===== config.mk =====
export PLATFORM = sky130hd
export DESIGN_NAME = pmsp_status_page
export DESIGN_NICKNAME = d
export VERILOG_FILES = /design/src/design/pmsp_status_page.v /design/src/design/pmsp_tally.v /design/src/design/pmsp_latch.v
export VERILOG_INCLUDE_DIRS = /design/src /design/src/design
export SDC_FILE = /design/constraint.sdc
export NUM_CORES = 1
export LEC_CHECK = 0
export BUFFER_PORTS_ARGS = -buffer_cell sky130_fd_sc_hd__buf_2
export CAP_MARGIN = 5
export CORE_ASPECT_RATIO = 1.1
export CORE_MARGIN = 1
export CORE_UTILIZATION = 60
export CTS_CLUSTER_DIAMETER = 30
export DETAILED_ROUTE_END_ITERATION = 7
export PLACE_DENSITY = 0.84
export REMOVE_ABC_BUFFERS = 1
export SYNTH_ARGS = -nofsm -noshare
export SYNTH_HDL_FRONTEND = slang
export SYNTH_SLANG_ARGS = --single-unit
export TNS_END_PERCENT = 100

===== constraint.sdc =====
create_clock -name CLK_SYS -period 4.3 [get_ports CLK_SYS]
set_input_delay 0.43 -clock CLK_SYS [delete_from_list [all_inputs] [get_ports CLK_SYS]]
set_output_delay 0.43 -clock CLK_SYS [all_outputs]
set_load 0.02 [all_outputs]

===== src/design/pmsp_map.vh =====
// Purpose: offsets, field positions and reset values of the status page
// Assumes: 5-bit page address, 8-bit data
// Notes:   included by the status page and latch design files
`ifndef PMSP_MAP_VH
`define PMSP_MAP_VH
// ****************************************************
// register offsets
// ****************************************************
`define PMSP_OFS_PRBS_ERR    5'h10
`define PMSP_OFS_PRBS_MF     5'h11
`define PMSP_OFS_ALARM       5'h12
`define PMSP_OFS_FRM_ERR     5'h13
`define PMSP_OFS_LOSS_SHIFT  5'h14
`define PMSP_OFS_MF_LOSS     5'h15
`define PMSP_OFS_BPV_HI      5'h16
`define PMSP_OFS_BPV_LO      5'h17
`define PMSP_OFS_CRC_HI      5'h18
`define PMSP_OFS_CRC_LO      5'h19
`define PMSP_OFS_SPARE       5'h1a
`define PMSP_OFS_IRQ0        5'h1b
`define PMSP_OFS_IRQ1        5'h1c
`define PMSP_OFS_IRQ2        5'h1d
`define PMSP_OFS_IRQ3        5'h1e
`define PMSP_OFS_OVF         5'h1f
// ****************************************************
// interrupt word zero bit positions
// ****************************************************
`define PMSP_IRQ_FSYNC       7
`define PMSP_IRQ_MFSYNC      6
`define PMSP_IRQ_AIS         4
`define PMSP_IRQ_LOS         3
`define PMSP_IRQ_SEF         2
`define PMSP_IRQ_TXSLIP      1
`define PMSP_IRQ_RXSLIP      0
// ****************************************************
// overflow latch bit positions
// ****************************************************
`define PMSP_OVF_FRM         7
`define PMSP_OVF_CRC         6
`define PMSP_OVF_LOSS        5
`define PMSP_OVF_SHIFT       4
`define PMSP_OVF_BPV         3
`define PMSP_OVF_PRBS        2
`define PMSP_OVF_MFLOSS      1
// ****************************************************
// reset values
// ****************************************************
`define PMSP_RST_BYTE        8'h00
`define PMSP_RST_WORD        16'h0000
`define PMSP_RST_NIB         4'h0
`endif


===== src/design/pmsp_status_page.v =====
// Purpose: T1 receive performance monitor status page
// Assumes: framer events are one-cycle pulses synchronous to CLK_SYS
// Notes:   host port is a simple read/write strobe on a 5-bit page address
`timescale 1ns/100ps
`default_nettype none
`include "pmsp_map.vh"
module pmsp_status_page (
  // clock and reset
  input  wire       CLK_SYS,
  input  wire       RST,
  // host port
  input  wire [4:0] HOST_ADDR,
  input  wire       HOST_RD,
  input  wire       HOST_WR,
  input  wire [7:0] HOST_WDATA,
  output reg  [7:0] HOST_RDATA,
  // framer mode
  input  wire       ESF_MODE,
  input  wire       D4_CHECK_FS,
  input  wire       FRAME_SYNC,
  // framing bit errors by kind
  input  wire       ESF_FBIT_ERR,
  input  wire       FT_BIT_ERR,
  input  wire       FS_BIT_ERR,
  // counted events
  input  wire       PRBS_ERR,
  input  wire       CRC_MULTIFRAME,
  input  wire       FRAME_LOST,
  input  wire       RESYNC_DONE,
  input  wire       ALIGN_SHIFTED,
  input  wire       MF_SYNC_LOST,
  input  wire       BPV_ERR,
  input  wire       CRC6_ERR,
  // alarm events
  input  wire       D4_ALARM_LONG,
  input  wire       D4_ALARM_SHORT,
  input  wire       ALT_ALARM,
  input  wire       ESF_ALARM,
  input  wire       ALL_ONES,
  input  wire       DENSITY_VIOL,
  input  wire       LOOP_UP_CODE,
  input  wire       LOOP_DOWN_CODE,
  // interrupt sources, word zero
  input  wire [7:0] IRQ0_EVENTS,
  input  wire [7:0] IRQ0_MASK,
  // interrupt words kept by other logic
  input  wire [7:0] IRQ1_WORD,
  input  wire [7:0] IRQ2_WORD,
  input  wire [7:0] IRQ3_WORD,
  // read-clear strobes for those words
  output reg        IRQ1_RD,
  output reg        IRQ2_RD,
  output reg        IRQ3_RD
);
  // ****************************************************
  // address decode
  // ****************************************************
  function hit;
    input [4:0] a;
    input [4:0] ofs;
    begin
      hit = (a == ofs);
    end
  endfunction

  // upper byte of a sixteen-bit tally; bytes are read without a snapshot,
  // so software that wants a coherent value reads twice and compares
  function [7:0] hi_byte;
    input [15:0] w;
    begin
      hi_byte = w[15:8];
    end
  endfunction

  // lower byte of a sixteen-bit tally
  function [7:0] lo_byte;
    input [15:0] w;
    begin
      lo_byte = w[7:0];
    end
  endfunction

  wire rd_alarm = HOST_RD & hit(HOST_ADDR, `PMSP_OFS_ALARM);
  wire rd_irq0  = HOST_RD & hit(HOST_ADDR, `PMSP_OFS_IRQ0);
  wire rd_ovf   = HOST_RD & hit(HOST_ADDR, `PMSP_OFS_OVF);
  wire wr_prbs  = HOST_WR & hit(HOST_ADDR, `PMSP_OFS_PRBS_ERR);

  // ****************************************************
  // framing error qualification
  // ****************************************************
  // select checked bits by format
  wire fbit_err = ESF_MODE ? ESF_FBIT_ERR :
                  (FT_BIT_ERR | (D4_CHECK_FS & FS_BIT_ERR));
  wire frm_inc  = fbit_err & FRAME_SYNC;
  // shift only on resync at new position
  wire shift_inc = RESYNC_DONE & ALIGN_SHIFTED;

  // ****************************************************
  // tallies
  // ****************************************************
  wire [7:0]  prbs_cnt;
  wire [7:0]  prbs_mf_cnt;
  wire [7:0]  frm_cnt;
  wire [3:0]  loss_cnt;
  wire [3:0]  shift_cnt;
  wire [7:0]  mfloss_cnt;
  wire [15:0] bpv_cnt;
  wire [15:0] crc_cnt;
  wire        prbs_ovf;
  wire        frm_ovf;
  wire        loss_ovf;
  wire        shift_ovf;
  wire        mfloss_ovf;
  wire        bpv_ovf;
  wire        crc_ovf;

  // tallies hold at full scale rather than wrap, so a read never shows a
  // small count after a flood of errors; the overflow latch says it happened for every tally but the prbs multiframe one
  // prbs mismatch tally
  pmsp_tally #(.W(8)) u_prbs (
    .CLK_SYS (CLK_SYS),
    .RST     (RST),
    .inc     (PRBS_ERR),
    .clr     (wr_prbs),
    .cnt_q   (prbs_cnt),
    .ovf     (prbs_ovf)
  );
  pmsp_tally #(.W(8)) u_prbs_mf (
    .CLK_SYS (CLK_SYS),
    .RST     (RST),
    .inc     (CRC_MULTIFRAME),
    .clr     (wr_prbs),
    .cnt_q   (prbs_mf_cnt),
    .ovf     ()
  );
  pmsp_tally #(.W(8)) u_frm (
    .CLK_SYS (CLK_SYS),
    .RST     (RST),
    .inc     (frm_inc),
    .clr     (1'b0),
    .cnt_q   (frm_cnt),
    .ovf     (frm_ovf)
  );
  pmsp_tally #(.W(4)) u_loss (
    .CLK_SYS (CLK_SYS),
    .RST     (RST),
    .inc     (FRAME_LOST),
    .clr     (1'b0),
    .cnt_q   (loss_cnt),
    .ovf     (loss_ovf)
  );
  pmsp_tally #(.W(4)) u_shift (
    .CLK_SYS (CLK_SYS),
    .RST     (RST),
    .inc     (shift_inc),
    .clr     (1'b0),
    .cnt_q   (shift_cnt),
    .ovf     (shift_ovf)
  );
  pmsp_tally #(.W(8)) u_mfloss (
    .CLK_SYS (CLK_SYS),
    .RST     (RST),
    .inc     (MF_SYNC_LOST),
    .clr     (1'b0),
    .cnt_q   (mfloss_cnt),
    .ovf     (mfloss_ovf)
  );
  pmsp_tally #(.W(16)) u_bpv (
    .CLK_SYS (CLK_SYS),
    .RST     (RST),
    .inc     (BPV_ERR),
    .clr     (1'b0),
    .cnt_q   (bpv_cnt),
    .ovf     (bpv_ovf)
  );
  pmsp_tally #(.W(16)) u_crc (
    .CLK_SYS (CLK_SYS),
    .RST     (RST),
    .inc     (CRC6_ERR),
    .clr     (1'b0),
    .cnt_q   (crc_cnt),
    .ovf     (crc_ovf)
  );

  // ****************************************************
  // sticky latches
  // ****************************************************
  wire [7:0] alarm_lat;
  wire [7:0] irq0_lat;
  wire [7:0] ovf_lat;
  wire [7:0] alarm_set;
  wire [7:0] irq0_set;
  wire [7:0] ovf_set;

  assign alarm_set[7] = D4_ALARM_LONG;
  assign alarm_set[6] = D4_ALARM_SHORT;
  assign alarm_set[5] = ALT_ALARM;
  assign alarm_set[4] = ESF_ALARM;
  assign alarm_set[3] = ALL_ONES;
  assign alarm_set[2] = DENSITY_VIOL;
  assign alarm_set[1] = LOOP_UP_CODE;
  assign alarm_set[0] = LOOP_DOWN_CODE;

  assign irq0_set = IRQ0_EVENTS & ~IRQ0_MASK & 8'hdf;

  assign ovf_set[`PMSP_OVF_FRM]    = frm_ovf;
  assign ovf_set[`PMSP_OVF_CRC]    = crc_ovf;
  assign ovf_set[`PMSP_OVF_LOSS]   = loss_ovf;
  assign ovf_set[`PMSP_OVF_SHIFT]  = shift_ovf;
  assign ovf_set[`PMSP_OVF_BPV]    = bpv_ovf;
  assign ovf_set[`PMSP_OVF_PRBS]   = prbs_ovf;
  assign ovf_set[`PMSP_OVF_MFLOSS] = mfloss_ovf;
  assign ovf_set[0]                = 1'b0;

  pmsp_latch u_alarm (
    .CLK_SYS (CLK_SYS),
    .RST     (RST),
    .set     (alarm_set),
    .rd_clr  (rd_alarm),
    .lat_q   (alarm_lat)
  );
  pmsp_latch u_irq0 (
    .CLK_SYS (CLK_SYS),
    .RST     (RST),
    .set     (irq0_set),
    .rd_clr  (rd_irq0),
    .lat_q   (irq0_lat)
  );
  pmsp_latch u_ovf (
    .CLK_SYS (CLK_SYS),
    .RST     (RST),
    .set     (ovf_set),
    .rd_clr  (rd_ovf),
    .lat_q   (ovf_lat)
  );

  // ****************************************************
  // clear strobes for the words kept outside
  // ****************************************************
  // next values of the registered strobes; registering them gives the
  // outside logic a clean one-cycle pulse at the cost of one cycle delay
  wire [2:0] irq_rd_d;

  assign irq_rd_d[0] = HOST_RD & hit(HOST_ADDR, `PMSP_OFS_IRQ1);
  assign irq_rd_d[1] = HOST_RD & hit(HOST_ADDR, `PMSP_OFS_IRQ2);
  assign irq_rd_d[2] = HOST_RD & hit(HOST_ADDR, `PMSP_OFS_IRQ3);

  // ****************************************************
  // read mux
  // ****************************************************
  reg [7:0] rdata_d;
  // unused and unknown offsets read zero
  always @*
  begin
    rdata_d = `PMSP_RST_BYTE;
    case (HOST_ADDR)
      `PMSP_OFS_PRBS_ERR:   rdata_d = prbs_cnt;
      `PMSP_OFS_PRBS_MF:    rdata_d = prbs_mf_cnt;
      `PMSP_OFS_ALARM:      rdata_d = alarm_lat;
      `PMSP_OFS_FRM_ERR:    rdata_d = frm_cnt;
      `PMSP_OFS_LOSS_SHIFT: rdata_d = {loss_cnt, shift_cnt};
      `PMSP_OFS_MF_LOSS:    rdata_d = mfloss_cnt;
      `PMSP_OFS_BPV_HI:     rdata_d = hi_byte(bpv_cnt);
      `PMSP_OFS_BPV_LO:     rdata_d = lo_byte(bpv_cnt);
      `PMSP_OFS_CRC_HI:     rdata_d = hi_byte(crc_cnt);
      `PMSP_OFS_CRC_LO:     rdata_d = lo_byte(crc_cnt);
      `PMSP_OFS_IRQ0:       rdata_d = irq0_lat;
      `PMSP_OFS_IRQ1:       rdata_d = IRQ1_WORD;
      `PMSP_OFS_IRQ2:       rdata_d = IRQ2_WORD;
      `PMSP_OFS_IRQ3:       rdata_d = IRQ3_WORD;
      `PMSP_OFS_OVF:        rdata_d = ovf_lat;
      default:              rdata_d = `PMSP_RST_BYTE;
    endcase
  end

  // registered data, captured on the read strobe before the clear lands
  always @(posedge CLK_SYS)
  begin
    if (RST)
    begin
      HOST_RDATA <= `PMSP_RST_BYTE;
      IRQ1_RD    <= 1'b0;
      IRQ2_RD    <= 1'b0;
      IRQ3_RD    <= 1'b0;
    end
    else
    begin
      if (HOST_RD)
        HOST_RDATA <= rdata_d;
      // strobes stand exactly one cycle
      IRQ1_RD <= irq_rd_d[0];
      IRQ2_RD <= irq_rd_d[1];
      IRQ3_RD <= irq_rd_d[2];
    end
  end
endmodule
`default_nettype wire


===== src/design/pmsp_tally.v =====
// Purpose: saturating event tally with overflow pulse and clear
// Assumes: one event per clock at most
// Notes:   holds at full scale so software sees a bounded count
`timescale 1ns/100ps
`default_nettype none
module pmsp_tally #(
  parameter W = 8
) (
  // clock and reset
  input  wire         CLK_SYS,
  input  wire         RST,
  // control
  input  wire         inc,
  input  wire         clr,
  // state
  output reg  [W-1:0] cnt_q,
  output wire         ovf
);
  // ****************************************************
  // counter
  // ****************************************************
  wire full = &cnt_q;
  // overflow pulse when an event meets a full tally
  assign ovf = inc & full & ~clr;
  // clear wins, then count, hold at full scale
  always @(posedge CLK_SYS)
  begin
    if (RST)
      cnt_q <= {W{1'b0}};
    else if (clr)
      cnt_q <= {W{1'b0}};
    else if (inc && !full)
      cnt_q <= cnt_q + {{(W-1){1'b0}}, 1'b1};
  end
endmodule
`default_nettype wire


===== src/design/pmsp_latch.v =====
// Purpose: byte of sticky latches, cleared by a host read
// Assumes: read strobe is a single-cycle pulse
// Notes:   a set arriving with the clearing read survives
`timescale 1ns/100ps
`default_nettype none
`include "pmsp_map.vh"
module pmsp_latch (
  // clock and reset
  input  wire       CLK_SYS,
  input  wire       RST,
  // control
  input  wire [7:0] set,
  input  wire       rd_clr,
  // state
  output reg  [7:0] lat_q
);
  // ****************************************************
  // sticky bits
  // ****************************************************
  // set wins over the read clear so no event is lost
  always @(posedge CLK_SYS)
  begin
    if (RST)
      lat_q <= `PMSP_RST_BYTE;
    else if (rd_clr)
      lat_q <= set;
    else
      lat_q <= lat_q | set;
  end
endmodule
`default_nettype wire


==> results of run 1 <==
## synthesized netlist by cell type (9+ instances only)
| cell | instances |
|---|---|
| xor2_1 | 12 |
| nor2b_1 | 12 |
| a21oi_1 | 42 |
| nand2_1 | 51 |
| a211oi_1 | 12 |
| nand4_1 | 20 |
| nor2_1 | 112 |
| nand3_1 | 38 |
| dfxtp_1 | 105 |
| clkbuf_1 | 9 |
| nor3_1 | 23 |
| xnor2_1 | 30 |
| o21ai_0 | 12 |
| mux2i_1 | 24 |
| buf_2 | 17 |
## kinds of logic (layout without fill, tap and decap cells)
group / after synthesis / count (layout) / share of synthesized area
XOR/XNOR: 42 / 42 / 0.0644
multiplexers: 32 / 32 / 0.0618
adder cells (fa/ha/maj): 8 / 8 / 0.0175
AO/OA/AOI/OAI: 129 / 129 / 0.157
flip-flops: 105 / 105 / 0.368
AND/OR/NAND/NOR: 327 / 327 / 0.302
buffers and inverters: 36 / 102 / 0.0294
## stage by stage
step                      total power, mW  instances  worst slack, ns
after floorplan                      1.13        649             2.57
after global placement               1.23        843             1.68
after detailed placement             1.24        843             1.64
after CTS                            1.78        859             2.03
after global routing                 1.85        859             1.84
final                                1.78        859             1.96
## flip-flops by register name, summed over array words and instances (netlist names), 7 cells and up
| name | cells |
|---|---|
| u_alarm.lat_q | 8 |
| u_bpv.cnt_q | 16 |
| u_irq0.lat_q | 7 |
| u_prbs.cnt_q | 8 |
| HOST_RDATA | 8 |
| u_mfloss.cnt_q | 8 |
| u_frm.cnt_q | 8 |
| u_ovf.lat_q | 7 |
| u_crc.cnt_q | 16 |
| u_prbs_mf.cnt_q | 8 |
## cell usage in the layout (no fill, tap or decap), types with 12 or more instances in the layout
master,count
o21ai_0,12
nand3_1,38
nor2b_1,12
nand4_1,20
mux2i_1,24
nor2_1,112
a21oi_1,42
dfxtp_1,105
nand2_1,51
buf_2,79
xor2_1,12
a211oi_1,12
nor3_1,23
xnor2_1,30
## power by group through the flow
stage / logic [mW] / registers, mW / clock network, mW
floorplan: 0.0938 / 1.04 / 0
global placement: 0.181 / 1.05 / 0
detailed placement: 0.187 / 1.05 / 0
CTS: 0.188 / 1.03 / 0.567
global route: 0.208 / 1.03 / 0.610
finish: 0.191 / 1.03 / 0.565
## layout make-up
| type | instances | area share |
|---|---|---|
| inverter | 6 | 0.00358 |
| timing repair buffer | 80 | 0.0641 |
| clock buffer | 12 | 0.0231 |
| sequential | 105 | 0.334 |
| tap | 114 | 0.0227 |
| multi-input combinational | 538 | 0.548 |
| clock inverter | 4 | 0.00458 |
## worst reg2reg max path: stages (launching register included)
cell and delay [ns]:
dfxtp_1 0.41, ha_1 0.29, nand4_1 0.25, or3_4 0.43, nor4b_2 0.31, xnor2_1 0.15
nor2_1 0.05
## per-layer routing
layer | global-route usage | share of wire | vias to the layer above
met1 | 0.465 | 0.41 | 2662
met5 | 0 | 0 | -
met4 | 0.153 | 0.037 | 0
met2 | 0.542 | 0.46 | 318
li1 | - | - | 2629
met3 | 0.0387 | 0.094 | 53
## path summary, 6_finish.rpt
path | startpoint | depth (start not counted) | to | slack [ns]
worst min register to register | u_ovf.lat_q[5] | 2 | u_ovf.lat_q[5] | 0.49
worst min-delay path | ALL_ONES | 3 | u_alarm.lat_q[3] | 0.25
worst max-delay path | HOST_ADDR[3] | 6 | HOST_RDATA[4] | 1.96
worst max register to register | u_crc.cnt_q[0] | 6 | u_crc.cnt_q[14] | 2.28
==> results.cfg, run 1 <==
[detailed_routing]
wire_per_inst_um = 18.9
drc = 0
vias = 5662
final_antenna_net_count = 0
drt-pass1-iter-count = 5
drtIter0Drc = 518
viasPerCell = 6.59
finalWirelength_um = 16200

[grt]
grt-ovfl-total = 0
grt.total_usage = 0.343
grt_antenna_before_repair = 0
grt_pass1_vias = 5154
grt_pass1_wl_um = 26100
grt_max_degree = 53

[setup_path]
crit_chain = buf_2, clkinv_1, nor4_2, a221o_1, a221oi_1, a221oi_1
end_kind = flop
cp_data_required_time_ns = 4.58
arrival_ns = 2.62
crit_top_cell = a221oi_1
cp_max_fo = 30
critical_path_buf_inv_count = 2
start_kind = primary input
cp_slowest_cell = nor4_2
crit_type = primary input to flop
slowest_delay_ns = 0.57
critPathTopFamily = buffers and inverters

[cts]
cts_resized = 0
cts_tree = built
clk_pin_slew_worst_paths_ns = 0.10
clk_latency_ns = 0.38
clock_sinks = 105
htree_levels = 3
root_buffer = clkbuf_8
cts_buffers = 9
post-cts-setup-buffers = 0
clockBufferDepth = 2
ctsHoldBuffers = 0

[floorplanning]
die_area_mm2 = 0.00991
num_rows = 36
die_h_um = 104
core-area_mm2 = 0.00905
die-width_um = 95.0
start_util = 0.631
io_pins = 90

[power_and_ir_drop]
p_leak_nw = 2.24
p_comb_frac = 0.107
power.share.clock = 0.317
power.internal_mw = 1.30
ir_worst_vdd_mv = 0.217
p_sw_frac = 0.270
p_sw_mw = 0.483
power_density_mw_per_mm2 = 284
seq_power_share = 0.577

[synth]
synth-async-reset-ratio = 0
synthTopCellsByArea = dfxtp_1 37%, nor2_1 7.4%, xnor2_1 4.6%
syn_avg_cell_area_um2 = 8.41
synth.cell_area_mm2 = 0.00571
yosysTopAreaCell = dfxtp_1
ys_seq_area_frac = 0.368
yosys_warnings = 0
synth_flop_cell = dfxtp_1
synthCells = 679
synth_top_area_share = 0.368
synth_edf_count = 0
synth_cell_types = 73
ys_seq_elements = 105

[sta]
hold_slack_ns = 0.248
setup_violations = 0
clock_skew_ns = 0.0131
max_clock_freq_mhz = 427
tightest_slew_ns = 1.10
final.period_utilization = 0.544
finalHoldViolations = 0
fin_crit_ns = 2.34
max_slew_margin = 0.263
drv_slew = 0
rsz0062_at_grt = false
fin_tns_setup_ns = 0

[final_layout]
fin_nets = 827
antenna_cells = 0
drive_gt1_frac = 0.162
area_delta_synth_final_pct = 10.1
fillers = 764
final_cell_area_mm2 = 0.00629
fin_util = 0.694
final-seq-area_mm2 = 0.00210
multi_input_area_mm2 = 0.00344

[placed_design]
dpl_cell_area_mm2 = 0.00611
globalplace.congestion = 0.970
port_buffers = 79
dp_hpwl_um = 12000

[job]
max_cap_violations = 0

[worst_hold_path]
worst_hold_path_type = primary input to flop

[status]
status = complete, no violations
Power figures use the tool's default switching activity.
==> run 2, diff against run 1 <==
--- a/config.mk
+++ b/config.mk
@@ -10,10 +10,10 @@
 export CAP_MARGIN = 5
 export CORE_ASPECT_RATIO = 1.1
 export CORE_MARGIN = 1
-export CORE_UTILIZATION = 60
+export CORE_UTILIZATION = 57
 export CTS_CLUSTER_DIAMETER = 30
 export DETAILED_ROUTE_END_ITERATION = 7
-export PLACE_DENSITY = 0.84
+export PLACE_DENSITY = 0.8
 export REMOVE_ABC_BUFFERS = 1
 export SYNTH_ARGS = -nofsm -noshare
 export SYNTH_HDL_FRONTEND = slang
==> constraint.sdc (replaced) <==
create_clock -name CLK_SYS -period 2.3 [get_ports CLK_SYS]
set_input_delay 0.23 -clock CLK_SYS [delete_from_list [all_inputs] [get_ports CLK_SYS]]
set_output_delay 0.23 -clock CLK_SYS [all_outputs]
set_load 0.02 [all_outputs]
==> run 2 against run 1 <==
Compared with the run above: via count down 1.4%; register-to-register slack lost 2.0 ns; count of clock-buffer cells in the layout is 2 higher; critical path type is now flop to flop.
==> results.cfg, run 2 (synthesis gave the netlist of run 1 again) <==
[sta]
finalHoldViolations = 0
final.period_utilization = 0.871
tightest_slew_ns = 0.790
rsz0062_at_grt = false
fin_tns_setup_ns = 0
max_clock_freq_mhz = 499
clock_skew_ns = 0.00494
max_slew_margin = 0.472
drv_slew = 0
hold_slack_ns = 0.0536
setup_violations = 0
fin_crit_ns = 2.00

[cts]
ctsHoldBuffers = 0
cts_buffers = 9
cts_resized = 0
clk_pin_slew_worst_paths_ns = 0.09
clk_latency_ns = 0.37
cts_tree = built
root_buffer = clkbuf_8
post-cts-setup-buffers = 0
clockBufferDepth = 2
htree_levels = 3
clock_sinks = 105

[detailed_routing]
final_antenna_net_count = 0
drc = 0
drtIter0Drc = 511
wire_per_inst_um = 18.9
drt-pass1-iter-count = 5
vias = 5580
viasPerCell = 6.37
finalWirelength_um = 16500

[grt]
grt_pass1_vias = 5186
grt_pass1_wl_um = 26300
grt_antenna_before_repair = 0
grt_max_degree = 38
grt.total_usage = 0.325
grt-ovfl-total = 0

[placed_design]
port_buffers = 79
dp_hpwl_um = 12600
globalplace.congestion = 0.951

[worst_hold_path]
worst_hold_path_type = primary input to flop

[floorplanning]
start_util = 0.599
die_h_um = 107
io_pins = 90
num_rows = 37
die_area_mm2 = 0.0104
core-area_mm2 = 0.00954
die-width_um = 97.4

[setup_path]
slowest_delay_ns = 0.43
cp_max_fo = 6
crit_chain = ha_1, nand4_1, or3_4, nor4b_2, xnor2_1, nor2_1
end_kind = flop
cp_slowest_cell = or3_4
critical_path_buf_inv_count = 0
cp_data_required_time_ns = 2.55
crit_type = flop to flop
arrival_ns = 2.25
start_kind = flop
critPathTopFamily = simple AND/OR/NAND/NOR gates

[final_layout]
multi_input_area_mm2 = 0.00344
largestRegisters = u_bpv.cnt_q: 16 flops, u_crc.cnt_q: 16 flops
fillers = 804
final_common_cell = nor2_1
antenna_cells = 0
area_delta_synth_final_pct = 12.0
final-seq-area_mm2 = 0.00210
layout_common_cells = 112 x nor2_1, 105 x dfxtp_1, 79 x buf_2
fin_nets = 841
drive_gt1_frac = 0.177

[power_and_ir_drop]
ir_worst_vdd_mv = 0.358
power_density_mw_per_mm2 = 526
p_leak_nw = 2.32

[job]
max_cap_violations = 0

[status]
status = complete, no violations
## run 2: worst paths after layout
check / from / depth (start not counted) / slack (ns) / end
min: D4_ALARM_SHORT / 3 / 0.05 / u_alarm.lat_q[6]
max reg2reg: u_crc.cnt_q[1] / 6 / 0.30 / u_crc.cnt_q[14]
max: u_crc.cnt_q[1] / 6 / 0.30 / u_crc.cnt_q[14]
min reg2reg: u_ovf.lat_q[5] / 2 / 0.48 / u_ovf.lat_q[5]
## run 2: tightest hold or removal path: cells and delay by family
family,cells,cell delay [ns]
buffers and inverters,1,0.07
AND/OR/NAND/NOR,1,0.06
AO/OA/AOI/OAI,1,0.03
## run 2: final cells by class
| cell class | count | area share |
|---|---|---|
| flip-flops and latches | 105 | 0.329 |
| well taps | 117 | 0.0229 |
| multi-input cells | 538 | 0.538 |
| clock buffers | 14 | 0.0254 |
| clock inverters | 2 | 0.00196 |
| repair buffers | 94 | 0.0794 |
| inverters | 6 | 0.00352 |
## run 2: per-layer routing
metal,wire [µm],global-route usage
met5,0,0
met4,729,0.184
met3,1350,0.0495
met2,7520,0.507
met1,6910,0.429
## run 2: report_power, final
part	switching [mW]	internal, mW	total, mW
combinational	0.220	0.157	0.377
sequential	0.0597	1.87	1.92
clock	0.612	0.454	1.07
## run 2: metrics by stage
stage	cell area [µm²]	std cells	total power [mW]	utilization	setup slack, ns
floorplan	5570	649	2.12	-	0.573
global placement	6220	860	2.32	0.652	0.301
detailed placement	6220	860	2.33	0.652	0.240
CTS	6400	876	3.38	0.671	0.327
global route	6400	876	3.50	0.671	0.206
finish	6400	876	3.37	0.671	0.298
==> run 3, diff against run 2 <==
--- a/config.mk
+++ b/config.mk
@@ -8,12 +8,14 @@
 export LEC_CHECK = 0
 export BUFFER_PORTS_ARGS = -buffer_cell sky130_fd_sc_hd__buf_2
 export CAP_MARGIN = 5
+export CELL_PAD_IN_SITES_DETAIL_PLACEMENT = 0
+export CELL_PAD_IN_SITES_GLOBAL_PLACEMENT = 2
 export CORE_ASPECT_RATIO = 1.1
 export CORE_MARGIN = 1
-export CORE_UTILIZATION = 57
+export CORE_UTILIZATION = 34
 export CTS_CLUSTER_DIAMETER = 30
 export DETAILED_ROUTE_END_ITERATION = 7
-export PLACE_DENSITY = 0.8
+export PLACE_DENSITY_LB_ADDON = 0.1
 export REMOVE_ABC_BUFFERS = 1
 export SYNTH_ARGS = -nofsm -noshare
 export SYNTH_HDL_FRONTEND = slang
==> run 3 against run 2 <==
Compared with the run above: the run now ends with DRC left; critical endpoint is now u_crc.cnt_q[2]; critical path depth is 1 lower; global-route usage is 9.9 points lower; clock skew hardly changed; worst setup slack better by 0.16 ns; non-clock buffer count is 9 higher.
==> results.cfg, run 3 (synthesis gave the netlist of run 1 again) <==
[final_layout]
antenna_cells = 0
drive_gt1_frac = 0.189
fillers = 1688
multi_input_area_mm2 = 0.00344
final-seq-area_mm2 = 0.00210
fin_nets = 850
layout_common_cells = 112 x nor2_1, 105 x dfxtp_1, 79 x buf_2
final_common_cell = nor2_1
largestRegisters = u_bpv.cnt_q: 16 flops, u_crc.cnt_q: 16 flops
area_delta_synth_final_pct = 17.8
fin_util = 0.411

[cts]
cts_buffers = 9
clk_latency_ns = 0.36
root_buffer = clkbuf_16
cts_resized = 0
clk_pin_slew_worst_paths_ns = 0.07
clockBufferDepth = 2
htree_levels = 3
post-cts-setup-buffers = 0
ctsHoldBuffers = 0
clock_sinks = 105
cts_tree = built

[floorplanning]
die_h_um = 138
io_pins = 90
core-area_mm2 = 0.0164
start_util = 0.349
die-width_um = 126
num_rows = 49
die_area_mm2 = 0.0173

[setup_path]
critPathTopFamily = simple AND/OR/NAND/NOR gates
slowest_delay_ns = 0.52
arrival_ns = 2.13
cp_slowest_cell = dfxtp_1
crit_chain = nand4_4, nor4_4, nand3_1, and4_1, nor3_1
start_kind = flop
cp_max_fo = 7
critical_path_buf_inv_count = 0
cp_data_required_time_ns = 2.58
crit_type = flop to flop
end_kind = flop
regToRegSetupSlack_ns = 0.46

[detailed_routing]
dr_wl_met2_um = 9240
dr_wl_met3_um = 1000
drt-pass1-iter-count = 7
wire_per_inst_um = 19.5
drt-met1-wl_um = 8370
top_layer = met4
finalWirelength_um = 19000
viasPerCell = 5.63
drc = 8
vias = 5476
drtIter0Drc = 312
final_antenna_net_count = 0

[sta]
fin_crit_ns = 1.84
setup_violations = 0
max_slew_margin = 0.596
clock_skew_ns = 0.00520
fin_ws_ns = 0.458
drv_slew = 0
finalHoldViolations = 0
final.period_utilization = 0.801
max_clock_freq_mhz = 543
rsz0062_at_grt = false
tightest_slew_ns = 0.604
fin_tns_setup_ns = 0

[power_and_ir_drop]
fin_total_pwr_mw = 4.06
ir_worst_vdd_mv = 0.439
p_leak_nw = 2.43
power_density_mw_per_mm2 = 603

[grt]
grt-ovfl-total = 0
grt_antenna_before_repair = 0
grt_pass1_wl_um = 29300
grt_max_degree = 39
grt_pass1_vias = 5109
grt.total_usage = 0.226

[worst_hold_path]
worst_hold_path_type = primary input to flop

[placed_design]
pre_cts_slack_ns = 0.343
globalplace.congestion = 0.836
port_buffers = 79
dp_hpwl_um = 14700

[status]
status = finished with violations
violations = DRC

[job]
max_cap_violations = 0
## run 3: final timing paths
kind	startpoint	end	cells after the start
min reg2reg	u_alarm.lat_q[2]	u_alarm.lat_q[2]	2
max	u_crc.cnt_q[5]	u_crc.cnt_q[2]	5
max reg2reg	u_crc.cnt_q[5]	u_crc.cnt_q[2]	5
min	D4_ALARM_LONG	u_alarm.lat_q[7]	3
## run 3: tightest hold or removal path, cell delays in order
cell,delay (ns)
buf_2,0.07
a21oi_1,0.03
nor2_1,0.06
## run 3: per-layer routing
metal	GRT usage	vias up
li1	-	2668
met1	0.280	2639
met2	0.392	148
met3	0.0505	21
met4	0.0678	0
met5	0	-
## run 3: layout make-up
class                           count  area share
Sequential cell                   105       0.312
Timing Repair Buffer              103      0.0855
Clock inverter                      4      0.0110
Inverter                            6     0.00335
Clock buffer                       12      0.0381
Tap cell                          204      0.0379
Multi-Input combinational cell    538       0.512
## run 3: power breakdown
group	switching, mW	leakage, nW	internal, mW
sequential	0.0630	0.853	1.86
combinational	0.222	1.42	0.163
clock	0.725	0.163	1.02
total	1.01	2.43	3.05
## run 3: per-stage QoR
| stage | instance area (µm²) | hold slack (ns) | instances |
|---|---|---|---|
| final | 6730 | 0.0793 | 972 |
| after CTS | 6730 | 0.0684 | 972 |
| after floorplan | 5570 | 0.299 | 649 |
| after global placement | 6400 | 0.436 | 956 |
| after global routing | 6730 | 0.0800 | 972 |
| after detailed placement | 6400 | 0.445 | 956 |
